### src/rtl/fbw_pkg.sv
package fbw_pkg;
    // Register byte offsets
    localparam int APB_ADDR_W = 8;
    localparam logic [7:0] ADDR_LOW_OFS = 8'h00;
    localparam logic [7:0] ADDR_HIGH_OFS = 8'h04;
    localparam logic [7:0] DATA_LOW_OFS = 8'h08;
    localparam logic [7:0] DATA_HIGH_OFS = 8'h0c;
    localparam logic [7:0] CONTROL_OFS = 8'h10;
    localparam logic [7:0] UNLOCK_KEY_OFS = 8'h14;
    localparam logic [7:0] STATUS_OFS = 8'h18;
    // Control fields
    localparam int CTRL_PGM_SEL_BIT = 7;
    localparam int CTRL_TRIGGER_BIT = 1;
    localparam int CTRL_READ_BIT = 0;
    // Status fields
    localparam int STAT_BUSY_BIT = 0;
    localparam int STAT_ARMED_BIT = 1;
    localparam int STAT_IDX_LSB = 2;
    localparam int STAT_IGNORED_BIT = 4;
    // Unlock keys and sequencing
    localparam logic [7:0] KEY_FIRST = 8'h55;
    localparam logic [7:0] KEY_SECOND = 8'haa;
    localparam logic [1:0] KEY_NONE = 2'h0;
    localparam logic [1:0] KEY_HALF = 2'h1;
    localparam logic [1:0] KEY_ARMED = 2'h2;
    localparam logic [1:0] FIRST_WORD = 2'h0;
    localparam logic [1:0] LAST_WORD = 2'h3;
    // Write protect selection and limits (addresses below limit protected)
    localparam logic [1:0] WP_OFF = 2'h3;
    localparam logic [1:0] WP_LOW = 2'h2;
    localparam logic [1:0] WP_HALF = 2'h1;
    localparam int WP_LOW_LIMIT = 32'h0000_0100;
    localparam int WP_HALF_LIMIT = 32'h0000_0800;
    localparam int WP_ALL_LIMIT = 32'h0001_0000;
    // Timing
    localparam int CLOCK_MHZ = 250;
    localparam int SETUP_CYCLES = 2;
    localparam int WRITE_TIME_MS = 4;
    localparam int WRITE_CYCLES = WRITE_TIME_MS * 1000 * CLOCK_MHZ;
    localparam int CNT_W = 24;
    localparam logic [1:0] RESET_WP = 2'h3;
    typedef enum logic [1:0] {FBW_IDLE, FBW_SETUP, FBW_ERASE, FBW_PROG} fbw_phase_t;
endpackage

### src/rtl/fbw_sequencer.sv
// Functional notes
// - Write only outside write-protected segments
// - Program only aligned four-word sequential blocks
// - Each block erased then written, never crossing
// - Select memory, key 55h then AAh, trigger
// - Last word triggers block erase and program
// - Two setup cycles after trigger
// - First three words buffer without stall
// - Core halts about 4 ms, clocks run
// - Core resumes once write finishes
// - Invalid location sequence is ignored
module fbw_sequencer import fbw_pkg::*; #(
    parameter int ADDR_W = 13,
    parameter int DATA_W = 14,
    parameter int WRITE_CYCLES_P = WRITE_CYCLES
) (
    // Clock and reset
    input wire logic clock,
    input wire logic reset,
    // APB slave
    input wire logic psel,
    input wire logic penable,
    input wire logic pwrite,
    input wire logic [APB_ADDR_W-1:0] paddr,
    input wire logic [31:0] pwdata,
    output logic [31:0] prdata,
    output logic pready,
    output logic pslverr,
    // Configuration word
    input wire logic [1:0] writeProtectSelect,
    // Flash array port
    output logic [ADDR_W-1:0] flashAddr,
    output logic [DATA_W-1:0] flashWdata,
    output logic flashErase,
    output logic flashProgram,
    output logic flashRead,
    input wire logic [DATA_W-1:0] flashRdata,
    // Core
    output logic coreStall
);
    if (ADDR_W < 9 || ADDR_W > 16 || DATA_W < 9 || DATA_W > 16) begin : g_widthCheck
        $error("fbw_sequencer: address or data width out of range");
    end
    if (WRITE_CYCLES_P < 16 || WRITE_CYCLES_P >= (1 << CNT_W)) begin : g_countCheck
        $error("fbw_sequencer: write cycle count out of range");
    end

    typedef struct packed {
        logic [ADDR_W-1:0] addr;
        logic [DATA_W-1:0] data;
        logic pgmSel;
        logic trig;
        logic rdWait;
        logic [1:0] key;
        logic [1:0] wordIdx;
        logic [ADDR_W-3:0] blockBase;
        logic [3:0][DATA_W-1:0] wordBuf;
        fbw_phase_t phase;
        logic [CNT_W-1:0] cnt;
        logic [1:0] progIdx;
        logic ignored;
        logic [31:0] rdata;
        logic err;
        logic [ADDR_W-1:0] fAddr;
        logic [DATA_W-1:0] fData;
        logic fErase;
        logic fProg;
        logic fRead;
    } fbw_state_t;

    fbw_state_t r;
    fbw_state_t next_r;

    function automatic logic isProtected(input logic [1:0] sel, input logic [ADDR_W-1:0] a);
        int lim;
        case (sel)
            WP_OFF: lim = 0;
            WP_LOW: lim = WP_LOW_LIMIT;
            WP_HALF: lim = WP_HALF_LIMIT;
            default: lim = WP_ALL_LIMIT;
        endcase
        return 32'(a) < lim;
    endfunction

    // Access decode
    logic setupPh;
    logic access;
    logic wrAccess;
    logic ctrlWrite;
    logic trigWrite;
    logic locOk;
    logic accept;
    logic bufAccept;
    logic lastAccept;

    assign setupPh = psel && !penable;
    assign access = psel && penable;
    assign wrAccess = access && pwrite;
    assign ctrlWrite = wrAccess && paddr == CONTROL_OFS;
    assign trigWrite = ctrlWrite && pwdata[CTRL_TRIGGER_BIT];
    // Aligned, ascending, same block, unprotected
    assign locOk = r.addr[1:0] == r.wordIdx
        && (r.wordIdx == FIRST_WORD || r.addr[ADDR_W-1:2] == r.blockBase)
        && !isProtected(writeProtectSelect, r.addr);
    assign accept = trigWrite && r.key == KEY_ARMED && pwdata[CTRL_PGM_SEL_BIT]
        && r.phase == FBW_IDLE && !r.rdWait && locOk;
    assign bufAccept = accept && r.wordIdx != LAST_WORD;
    assign lastAccept = accept && r.wordIdx == LAST_WORD;

    assign pready = 1'b1;
    assign prdata = r.rdata;
    assign pslverr = r.err;
    assign flashAddr = r.fAddr;
    assign flashWdata = r.fData;
    assign flashErase = r.fErase;
    assign flashProgram = r.fProg;
    assign flashRead = r.fRead;
    assign coreStall = r.phase == FBW_ERASE || r.phase == FBW_PROG;

    always_comb begin
        next_r = r;
        next_r.fErase = 1'b0;
        next_r.fProg = 1'b0;
        next_r.fRead = 1'b0;

        // Read data prepared in setup phase
        if (setupPh) begin
            next_r.rdata = 32'h0000_0000;
            next_r.err = 1'b0;
            case (paddr)
                ADDR_LOW_OFS: next_r.rdata[7:0] = r.addr[7:0];
                ADDR_HIGH_OFS: next_r.rdata[ADDR_W-9:0] = r.addr[ADDR_W-1:8];
                DATA_LOW_OFS: next_r.rdata[7:0] = r.data[7:0];
                DATA_HIGH_OFS: next_r.rdata[DATA_W-9:0] = r.data[DATA_W-1:8];
                CONTROL_OFS: begin
                    next_r.rdata[CTRL_PGM_SEL_BIT] = r.pgmSel;
                    next_r.rdata[CTRL_TRIGGER_BIT] = r.trig;
                    next_r.rdata[CTRL_READ_BIT] = r.rdWait;
                end
                UNLOCK_KEY_OFS: next_r.rdata = 32'h0000_0000;
                STATUS_OFS: begin
                    next_r.rdata[STAT_BUSY_BIT] = r.phase != FBW_IDLE;
                    next_r.rdata[STAT_ARMED_BIT] = r.key == KEY_ARMED;
                    next_r.rdata[STAT_IDX_LSB +: 2] = r.wordIdx;
                    next_r.rdata[STAT_IGNORED_BIT] = r.ignored;
                end
                default: next_r.err = 1'b1;
            endcase
        end

        // Unlock tracking: any other access cancels
        if (access) begin
            next_r.key = KEY_NONE;
            if (wrAccess && paddr == UNLOCK_KEY_OFS) begin
                if (pwdata[7:0] == KEY_FIRST) begin
                    next_r.key = KEY_HALF;
                end else if (pwdata[7:0] == KEY_SECOND && r.key == KEY_HALF) begin
                    next_r.key = KEY_ARMED;
                end
            end
        end

        // Register writes
        if (wrAccess) begin
            case (paddr)
                ADDR_LOW_OFS: next_r.addr[7:0] = pwdata[7:0];
                ADDR_HIGH_OFS: next_r.addr[ADDR_W-1:8] = pwdata[ADDR_W-9:0];
                DATA_LOW_OFS: next_r.data[7:0] = pwdata[7:0];
                DATA_HIGH_OFS: next_r.data[DATA_W-1:8] = pwdata[DATA_W-9:0];
                CONTROL_OFS: next_r.pgmSel = pwdata[CTRL_PGM_SEL_BIT];
                default: next_r.err = r.err;
            endcase
        end

        // Program memory read into data registers
        if (ctrlWrite && pwdata[CTRL_READ_BIT] && !trigWrite
                && r.phase == FBW_IDLE && !r.rdWait) begin
            next_r.rdWait = 1'b1;
            next_r.fRead = 1'b1;
            next_r.fAddr = r.addr;
        end
        if (r.rdWait && !r.fRead) begin
            next_r.rdWait = 1'b0;
            next_r.data = flashRdata;
        end

        // Trigger handling
        if (trigWrite && !accept && r.phase == FBW_IDLE) begin
            next_r.ignored = 1'b1;
        end
        if (accept) begin
            next_r.ignored = 1'b0;
            next_r.wordBuf[r.wordIdx] = r.data;
            if (r.wordIdx == FIRST_WORD) begin
                next_r.blockBase = r.addr[ADDR_W-1:2];
            end
            if (bufAccept) begin
                next_r.wordIdx = 2'(r.wordIdx + 2'h1);
                next_r.trig = 1'b0;
            end else begin
                next_r.trig = 1'b1;
                next_r.phase = FBW_SETUP;
                next_r.cnt = CNT_W'(SETUP_CYCLES - 1);
            end
        end

        // Block erase and program
        case (r.phase)
            FBW_IDLE: next_r.progIdx = FIRST_WORD;
            FBW_SETUP: begin
                next_r.cnt = CNT_W'(r.cnt - 1'b1);
                if (r.cnt == '0) begin
                    next_r.phase = FBW_ERASE;
                    next_r.fErase = 1'b1;
                    next_r.fAddr = {r.blockBase, FIRST_WORD};
                    next_r.cnt = CNT_W'(WRITE_CYCLES_P - 1);
                end
            end
            FBW_ERASE: begin
                next_r.cnt = CNT_W'(r.cnt - 1'b1);
                if (r.cnt == '0) begin
                    next_r.phase = FBW_PROG;
                    next_r.fProg = 1'b1;
                    next_r.fAddr = {r.blockBase, FIRST_WORD};
                    next_r.fData = r.wordBuf[FIRST_WORD];
                    next_r.progIdx = FIRST_WORD;
                end
            end
            FBW_PROG: begin
                if (r.progIdx == LAST_WORD) begin
                    next_r.phase = FBW_IDLE;
                    next_r.trig = 1'b0;
                    next_r.wordIdx = FIRST_WORD;
                end else begin
                    next_r.progIdx = 2'(r.progIdx + 2'h1);
                    next_r.fProg = 1'b1;
                    next_r.fAddr = {r.blockBase, 2'(r.progIdx + 2'h1)};
                    next_r.fData = r.wordBuf[2'(r.progIdx + 2'h1)];
                end
            end
            default: next_r.phase = FBW_IDLE;
        endcase
    end

    always_ff @(posedge clock or posedge reset) begin
        if (reset) begin
            r <= '0;
            r.phase <= FBW_IDLE;
        end else begin
            r <= next_r;
        end
    end

    // Checks
    property p_lastSetup;
        @(posedge clock) disable iff (reset)
        lastAccept |=> !coreStall [*2] ##1 (coreStall && flashErase);
    endproperty
    a_lastSetup: assert property (p_lastSetup) else $error("erase not after two setup cycles");

    property p_bufNoStall;
        @(posedge clock) disable iff (reset)
        bufAccept |=> !coreStall [*3];
    endproperty
    a_bufNoStall: assert property (p_bufNoStall) else $error("buffered word stalled core");

    property p_eraseFirst;
        @(posedge clock) disable iff (reset)
        flashErase |-> flashAddr[1:0] == FIRST_WORD ##1 (!flashProgram && coreStall) [*8];
    endproperty
    a_eraseFirst: assert property (p_eraseFirst) else $error("erase misaligned or cut short");

    property p_protect;
        @(posedge clock) disable iff (reset)
        flashErase |-> !isProtected(writeProtectSelect, flashAddr);
    endproperty
    a_protect: assert property (p_protect) else $error("protected segment erased");

    property p_progOrder;
        @(posedge clock) disable iff (reset)
        flashProgram && flashAddr[1:0] == FIRST_WORD |=>
            flashProgram && flashAddr[1:0] == 2'h1 ##1 flashProgram ##1
            (flashProgram && flashAddr[1:0] == LAST_WORD) ##1 !coreStall;
    endproperty
    a_progOrder: assert property (p_progOrder) else $error("block program order wrong");

    property p_keyCancel;
        @(posedge clock) disable iff (reset)
        r.key == KEY_ARMED && access && !ctrlWrite
            && !(wrAccess && paddr == UNLOCK_KEY_OFS && pwdata[7:0] == KEY_FIRST)
            |=> r.key == KEY_NONE;
    endproperty
    a_keyCancel: assert property (p_keyCancel) else $error("unlock survived other access");

    property p_ignore;
        @(posedge clock) disable iff (reset)
        trigWrite && !accept && r.phase == FBW_IDLE |=> r.ignored && !coreStall && !r.trig;
    endproperty
    a_ignore: assert property (p_ignore) else $error("invalid trigger not ignored");

    property p_trigClear;
        @(posedge clock) disable iff (reset)
        $fell(coreStall) |-> !r.trig && $past(flashProgram);
    endproperty
    a_trigClear: assert property (p_trigClear) else $error("trigger not cleared at end");

    property p_keyOrder;
        @(posedge clock) disable iff (reset)
        wrAccess && paddr == UNLOCK_KEY_OFS && pwdata[7:0] == KEY_SECOND
            && r.key != KEY_HALF |=> r.key == KEY_NONE;
    endproperty
    a_keyOrder: assert property (p_keyOrder) else $error("second key armed out of order");

    property p_trigHeld;
        @(posedge clock) disable iff (reset)
        coreStall |-> r.trig;
    endproperty
    a_trigHeld: assert property (p_trigHeld) else $error("trigger dropped early");

    property p_idxReset;
        @(posedge clock) disable iff (reset)
        $fell(coreStall) |-> r.wordIdx == FIRST_WORD && r.phase == FBW_IDLE;
    endproperty
    a_idxReset: assert property (p_idxReset) else $error("index not reset");

    property p_refusedKeep;
        @(posedge clock) disable iff (reset)
        trigWrite && !accept && r.phase == FBW_IDLE |=>
            $stable(r.wordIdx) && $stable(r.wordBuf) && $stable(r.blockBase);
    endproperty
    a_refusedKeep: assert property (p_refusedKeep) else $error("buffer changed");

    property p_bufAdvance;
        @(posedge clock) disable iff (reset)
        bufAccept |=> r.wordIdx == 2'($past(r.wordIdx) + 2'h1) && !r.trig;
    endproperty
    a_bufAdvance: assert property (p_bufAdvance) else $error("index not advanced");

    c_buffered: cover property (@(posedge clock) disable iff (reset) bufAccept);
    c_block: cover property (@(posedge clock) disable iff (reset) lastAccept);
    c_ignored: cover property (@(posedge clock) disable iff (reset) $rose(r.ignored));
    c_resume: cover property (@(posedge clock) disable iff (reset) $fell(coreStall));
    c_arrayRead: cover property (@(posedge clock) disable iff (reset) flashRead);
endmodule

### config.mk
export PLATFORM = sky130hd
export DESIGN_NAME = fbw_sequencer
export DESIGN_NICKNAME = d
export VERILOG_FILES = /design/src/rtl/fbw_pkg.sv /design/src/rtl/fbw_sequencer.sv
export SDC_FILE = /design/constraint.sdc
export NUM_CORES = 1
export LEC_CHECK = 0
export ABC_CLOCK_PERIOD_IN_PS = 11500
export BUFFER_PORTS_ARGS = -buffer_cell sky130_fd_sc_hd__buf_2
export CORE_MARGIN = 3
export CORE_UTILIZATION = 45
export CTS_BUF_LIST = sky130_fd_sc_hd__clkbuf_8
export DETAILED_ROUTE_END_ITERATION = 8
export HOLD_SLACK_MARGIN = 0.08
export PLACE_DENSITY = 0.64
export SLEW_MARGIN = 20
export SYNTH_ARGS = -nofsm -noshare
export SYNTH_HDL_FRONTEND = slang
export SYNTH_SLANG_ARGS = --single-unit
### constraint.sdc
create_clock -name clock -period 11.5 [get_ports clock]
set_input_delay 1.725 -clock clock [delete_from_list [all_inputs] [get_ports clock]]
set_output_delay 1.725 -clock clock [all_outputs]
set_load 0.02 [all_outputs]
After elaboration in Yosys (flattened, before gate mapping) --
Index checks and enable logic that the tools add are counted.
Cells by class: add/subtract/negate cells 3, multipliers 0, div/mod/pow operators 0, magnitude comparators 4, equal/unequal tests 24, shifts and indexed selects 0, muxes and demuxes 56, bitwise operators 0, reductions and logical operators 55
Operator list (count):
- 2-to-1 mux 95 bit | 1
- bitwise mux 56 bit | 1
- 2-to-1 mux 27 bit | 2
- 2-to-1 mux 26 bit | 2
- case mux 17 bit (3 select lines) | 1
- case mux 24 bit (2 select lines) | 1
- 2-to-1 mux 14 bit | 3
- case mux 13 bit (3 select lines) | 1
- binary-select mux 14 bit (select 2 bit) | 1
- demux 14 bit (select 2 bit) | 1
- case mux 14 bit (2 select lines) | 1
- 2-to-1 mux 13 bit | 2
- equality test 8 x 5 -> 1 bit (second input constant) | 3
- logical NOT 24 bit | 1
- subtractor 24 x 1 -> 24 bit (second input constant) | 1
- logical AND 1 bit | 23
- 2-to-1 mux 2 bit | 10
- < comparator 13 x 17 -> 1 bit | 1
- 2-to-1 mux 1 bit | 17
- equality test 8 x 4 -> 1 bit (second input constant) | 2
- 2-to-1 mux 15 bit | 1
- case mux 3 bit (5 select lines) | 1
- AND reduction 2 bit | 7
- nonzero test 2 bit | 7
- 28 further kinds | 51
Word-level totals: bits in registers 169, bits in latches 0, RAM bits 0, ROM bits 0, output and inout port bits 65, word-level logic and storage cells 167, memories 0

Longest topological paths before layout --
Gate-level depths: netlist of run 1.
depth after elaboration 14, depth in mapped cells 10, mapped depth without buffers 7

Worst setup path before layout of run 1 --
Ideal clock, no wire load.
path kind input to register, start input port paddr[5], end register (tool-made name), arrival time 3.472 ns, required time 11.375 ns, path slack 7.903 ns, cell stages on the path 7, buffers on the path 2, cell sequence nor4b_2 > and4_1 > clkbuf_2 > nand3_1 > nor3b_2 > buf_2 > mux2_2
RTL lines:
- from (decl) | line fbw_sequencer.sv:24 | input wire logic [APB_ADDR_W-1:0] paddr,

==> flow_summary_export.csv, run 1 <==
group,metric,value,unit
setup_path,cp.arrival,4.22,ns
setup_path,reg2reg_depth,7,
pwr,p_leak,4.54,nW
drt,num_vias,6179,
global_routing,grt_antenna_before_repair,0,
die,die_width,147,um
worst_hold_path,hold_path.class,"flip-flop to flip-flop",
setup_path,required,11.86,ns
drt,drc_errors,0,
synth,synth_seq_cells,169,
setup_path,cpMaxStageDelayCell,"nand2b_1",
global_routing,grt_pass1_wl,33700,um
sta,min_period,3.86,ns
placed_design,port_buffers,76,
cells_and_area,regArea,4230,um2
die,core,19500,um2
drt,drt_first_pass_iters,4,
sta,post-route-period-util,33.5,%
cts,hold_buffers,0,
sta,setup_slack,7.64,ns
flow_run,drv_cap,0,
sta,max-slew-margin-rel,27.0,%
setup_path,rr_startpoint,"r[66]$_DFFE_PP0P_",
synth,synthTopCellsByArea,"dfrtp_1 (47%), mux2_2 (11%), buf_4 (5.1%)",
placed_design,routabilityCongestion,0.895,
sta,finalClockSkew,0.0148,ns
global_routing,grt_max_degree,92,
cts,clock_latency,0.47,ns
synth,yosys_warnings,0,
synth,netlist_instances,764,
cts,cts_setup_buffers,0,
cells_and_area,antenna_cells,0,
synth,ys_types,76,
cells_and_area,layout.nets,867,
sta,hold_viol,0,
worst_hold_path,hold_end,"prdata[7]$_DFFE_PP0P_",
setup_path,worstReg2RegEnd,"flashWdata[10]$_DFFE_PP0P_",
worst_hold_path,min-delay-start,"prdata[7]$_DFFE_PP0P_",
global_routing,grt_usage,19.5,%
sta,maxClockFrequency,0.259,GHz
pwr,cellPowerDensity,112,nW/um2
cts,numCtsBuffers,17,
die,die_h,147,um
die,io_pins,126,
cts,cts-root-buf,"clkbuf_8",
cts,ctsResizeCount,0,
synth,synth_area,9000,um2
die,rows,51,
die,start_util,46.1,%
cts,clkSinkCount,169,
global_routing,grt-ovfl-total,0,
setup_path,cp_max_fo,12,
synth,synthFlopType,"dfrtp_1",
drt,routed_wirelength,21000,um
setup_path,path_class,"primary input to flip-flop",
synth,synth_edf_count,0,
cts,clockBufferDepth,2,
setup_path,endpoint_kind,"flip-flop",
pwr,peakVddDrop,0.117,mV
synth,yosys.area.top_type_share,47.0,%
worst_hold_path,holdPathStages,2,
sta,worst_slew_pin_slew,1.09,ns
run_status,status,"complete, no violations",
synth,seq_area_frac_synth,47.0,%
die,design.die.area,21700,um2
cells_and_area,multi_input_area,4190,um2
placed_design,pre_cts_slack,7.17,ns
drt,drt_iter0_markers,320,
setup_path,path_cells,"buf_2, nor4b_2, and4_1, nand4_1, nand2b_1, mux2_2",
placed_design,dp_hpwl,14800,um
cells_and_area,syn_to_final_growth,7.56,%
sta,maxSlewViolCount,0,
setup_path,start_kind,"primary input",
cells_and_area,fill_cells,1763,
setup_path,ff2ff_setup_slack,8.13,ns
synth,yosysTopAreaCell,"dfrtp_1",
drt,wl_per_cell,19.6,um
cts,cts_tree,"built",
synth,async_reset_ff_share,100,%
drt,antenna_left,0,
sta,setup_viol,0,
synth,avgSynthCellArea,11.8,um2
cts,path_clk_slew,0.10,ns
cts,h-tree-depth,4,
cells_and_area,final_layout_size_suffix_gt1_share,31.5,%
setup_path,max_stage_delay,0.64,ns
global_routing,first_global_vias,6303,
drt,vias_per_cell,5.76,
sta,rsz0062_at_grt,"no",
sta,tns,0,ns
[where the power goes]
group	switching (mW)	internal [mW]
Sequential	0.00325	0.596
Combinational	0.0320	0.00919
Clock	0.252	0.192
Total	0.288	0.796
[worst max path at each step]
stage,depth (start not counted),start,end
after floorplan,1,reset,asynchronous set/reset pin
after global placement,6,paddr[5],flip-flop
after detailed placement,6,paddr[5],flip-flop
after CTS,6,paddr[5],flip-flop
after global routing,6,paddr[5],flip-flop
final,6,paddr[5],flip-flop
[logic make-up (layout without fill, tap and decap cells)]
logic type | Yosys count | in the layout | synth area share, %
buf+inv | 111 | 131 | 7.63
xor+xnor | 13 | 13 | 1.26
mux | 137 | 137 | 19.0
simple gates | 159 | 159 | 10.3
fa+ha+maj | 12 | 12 | 1.67
other cells | 2 | 25 | 0.0834
compound gates | 161 | 161 | 13.1
flops | 169 | 169 | 47.0
[through the flow]
stage | hold slack, ns | total power [mW] | cell area [um2] | util (%) | cells
final | 0.497 | 1.08 | 9680 | 49.6 | 1072
after global routing | 0.516 | 1.12 | 9680 | 49.6 | 1072
after CTS | 0.497 | 1.09 | 9680 | 49.6 | 1072
after detailed placement | 0.475 | 0.652 | 9250 | 47.4 | 1040
after global placement | 0.467 | 0.651 | 9250 | 47.4 | 1040
after floorplan | 0.451 | 0.641 | 9090 | - | 787
[final cells by class]
class | count | area share [%]
multi-input combinational | 507 | 43.2
inverter | 14 | 0.594
sequential | 169 | 43.7
timing repair buffer | 85 | 4.63
tap | 265 | 3.42
clock buffer | 18 | 2.56
clock inverter | 14 | 1.86
[layer usage]
| metal | share of wire, % | vias to the layer above | wire length, um | track usage, % |
|---|---|---|---|---|
| met5 | 0 | - | 0 | 0 |
| met4 | 1.3 | 0 | 274 | 4.80 |
| met3 | 4.6 | 18 | 965 | 3.92 |
| met2 | 49 | 162 | 10300 | 32.3 |
| met1 | 45 | 3157 | 9490 | 26.8 |
| li1 | - | 2842 | - | - |
[synth_stat cells (4+ instances only)]
cell type / n
dfrtp_1: 169
mux2_2: 88
buf_4: 61
nand2_1: 40
o21ai_0: 39
mux2i_1: 25
clkbuf_1: 21
a22o_1: 18
nor2_1: 18
a21oi_1: 15
nand3_1: 15
inv_1: 14
mux4_2: 14
nor3_1: 14
a21o_1: 12
ha_1: 12
o2bb2ai_1: 12
xor2_1: 12
buf_2: 11
mux2_4: 10
nand4_1: 8
o211ai_1: 8
o31ai_1: 8
and3_1: 7
nor4_1: 7
a211o_1: 5
and2_1: 5
or3_1: 5
a211oi_1: 4
nand2b_1: 4
[cells in the final DEF, fill, tap and decap left out, drive strengths merged, types with 12 or more instances in the layout]
cell type,count
mux4,14
inv,20
a22o,18
mux2i,25
nand3,15
conb,25
dfrtp,169
nor2,18
ha,12
nor3,18
o21ai,39
o2bb2ai,12
a21o,13
xor2,12
clkbuf,18
buf,85
mux2,98
a21oi,15
nand2,40
[worst max-delay path, delay by kind of cell]
family,cells,cell delay [ns]
simple gates,4,1.93
mux,1,0.45
buf+inv,1,0.11
Note: power is estimated with default switching activity, not from simulation.
==> inputs of run 2 (changes only) <==
--- a/config.mk
+++ b/config.mk
@@ -5,7 +5,7 @@
 export SDC_FILE = /design/constraint.sdc
 export NUM_CORES = 1
 export LEC_CHECK = 0
-export ABC_CLOCK_PERIOD_IN_PS = 11500
+export ABC_CLOCK_PERIOD_IN_PS = 3600
 export BUFFER_PORTS_ARGS = -buffer_cell sky130_fd_sc_hd__buf_2
 export CORE_MARGIN = 3
 export CORE_UTILIZATION = 45
==> constraint.sdc (replaced) <==
create_clock -name clock -period 3.6 [get_ports clock]
set_input_delay 0.54 -clock clock [delete_from_list [all_inputs] [get_ports clock]]
set_output_delay 0.54 -clock clock [all_outputs]
set_load 0.02 [all_outputs]
==> run 2 against run 1 <==
Effect of this change:
- first-iteration DRC count up 54%
- hold slack worse by 0.23 ns
- sequential power rose to 3.2 times the previous value
- flip-flop and latch count unchanged
- critical path depth up 2
- largest cell class unchanged
- highest routed layer unchanged
==> flow_summary_export.csv, run 2 (synthesized netlist as in run 1, its figures left out) <==
group,metric,value,unit
run_status,status,"complete, no violations",
pwr,power_switching,0.965,mW
setup_path,cpMaxStageDelayCell,"o31ai_1",
sta,maxSlewViolCount,0,
drt,drc_errors,0,
die,design.die.area,21700,um2
setup_path,path_class,"flip-flop to flip-flop",
cells_and_area,design_area,9740,um2
placed_design,placed_area,9300,um2
pwr,p_comb_share,3.9,%
sta,worst_slew_pin_slew,0.947,ns
setup_path,cp_num_buf_inv,2,
drt,drt_iter0_markers,493,
die,core,19500,um2
drt,vias_per_cell,5.88,
cells_and_area,final_util,49.9,%
sta,setup_viol,0,
cts,path_clk_slew,0.11,ns
global_routing,grt_pass1_wl,34100,um
global_routing,grt_antenna_before_repair,0,
pwr,total_power,3.45,mW
cells_and_area,final_layout_size_suffix_gt1_share,32.0,%
cts,cts_setup_buffers,0,
cells_and_area,antenna_cells,0,
sta,fin_hold_ws,0.269,ns
cts,clock_latency,0.47,ns
global_routing,grt_usage,19.9,%
drt,wl_per_cell,19.6,um
sta,maxClockFrequency,0.329,GHz
setup_path,required,3.95,ns
cts,cts_tree,"built",
pwr,swShare,28.0,%
setup_path,endpoint_kind,"flip-flop",
placed_design,dp_hpwl,14700,um
global_routing,grt_max_degree,170,
sta,tns,0,ns
setup_path,cp.arrival,3.39,ns
sta,min_period,3.04,ns
cts,hold_buffers,0,
cts,clkSinkCount,169,
setup_path,crit_family,"compound AO/OA/AOI/OAI gates",
drt,routed_wirelength,21100,um
cts,cts-root-buf,"clkbuf_8",
placed_design,routabilityCongestion,0.915,
sta,finalClockSkew,0.0258,ns
die,die_h,147,um
pwr,power_frac_seq,55.5,%
sta,post-route-period-util,84.3,%
setup_path,cp_max_fo,8,
global_routing,first_global_vias,6201,
cts,clockBufferDepth,2,
cells_and_area,mostFrequentLayoutCells,"dfrtp_1 (169), mux2_2 (88), buf_2 (76)",
pwr,clkPwrFrac,40.6,%
sta,hold_viol,0,
cts,ctsResizeCount,0,
setup_path,path_cells,"inv_1, ha_1, nor3b_2, nand4_1, o31ai_1, buf_4, nor3_1, a211o_1",
die,io_pins,126,
placed_design,pre_cts_slack,0.618,ns
cells_and_area,fill_cells,1777,
cells_and_area,syn_to_final_growth,8.24,%
sta,max-slew-margin-rel,36.9,%
placed_design,dp_cells,1046,
sta,rsz0062_at_grt,"no",
sta,setup_slack,0.564,ns
cells_and_area,final_common_cell,"dfrtp_1",
global_routing,grt-ovfl-total,0,
cells_and_area,instances_no_fill,1078,
flow_run,drv_cap,0,
die,start_util,46.1,%
cts,numCtsBuffers,17,
drt,num_vias,6337,
cts,h-tree-depth,4,
pwr,peakVddDrop,0.234,mV
pwr,p_int,2.48,mW
worst_hold_path,hold_path.class,"primary input to flip-flop",
pwr,cellPowerDensity,354,nW/um2
placed_design,port_buffers,76,
setup_path,max_stage_delay,0.80,ns
drt,antenna_left,0,
die,die_width,147,um
cells_and_area,layout.nets,873,
setup_path,ff2ff_setup_slack,0.56,ns
drt,drt_first_pass_iters,7,
die,rows,51,
pwr,p_leak,4.57,nW
setup_path,start_kind,"flip-flop",
## run 2: layout make-up
cell class | count | area (um2) | area share, %
timing repair buffer | 91 | 505 | 5.19
sequential | 169 | 4230 | 43.4
multi-input combinational | 507 | 4190 | 43.0
clock buffer | 17 | 234 | 2.40
inverter | 14 | 56.3 | 0.578
clock inverter | 15 | 193 | 1.98
tap | 265 | 332 | 3.40
## run 2: final timing paths
check,start,end,depth (start not counted)
min reg2reg,prdata[5]$_DFFE_PP0P_,prdata[5]$_DFFE_PP0P_,2
max,r[66]$_DFFE_PP0P_,r[87]$_DFFE_PP0P_,8
min,flashRdata[6],r[172]$_DFFE_PP0P_,3
max reg2reg,r[66]$_DFFE_PP0P_,r[87]$_DFFE_PP0P_,8
max in group asynchronous,reset,r[90]$_DFF_PP0_,3
min in group asynchronous,reset,r[155]$_DFFE_PP0P_,3
## run 2: per-layer routing
layer	wire [um]	track usage, %	vias up	share of wire [%]
li1	-	-	2863	-
met1	9490	28.1	3236	45
met2	10300	31.8	206	49
met3	977	2.85	32	4.6
met4	407	6.62	0	1.9
met5	0	0	-	0
## run 2: worst reg2reg max path, delay by kind of cell, from the launching register on
| kind | cells | cell delay, ns |
|---|---|---|
| and+or+nand+nor | 3 | 0.85 |
| buffers and inverters | 2 | 0.38 |
| adders and majority gates | 1 | 0.21 |
| DFF | 1 | 0.43 |
| AOI/OAI and AO/OA | 2 | 1.06 |
## run 2: power groups by stage
stage	Sequential (mW)	Clock, mW	Combinational [mW]
floorplan	1.95	0	0.0988
global placement	1.95	0	0.132
detailed placement	1.95	0	0.134
CTS	1.91	1.44	0.134
global route	1.92	1.51	0.147
finish	1.91	1.40	0.134
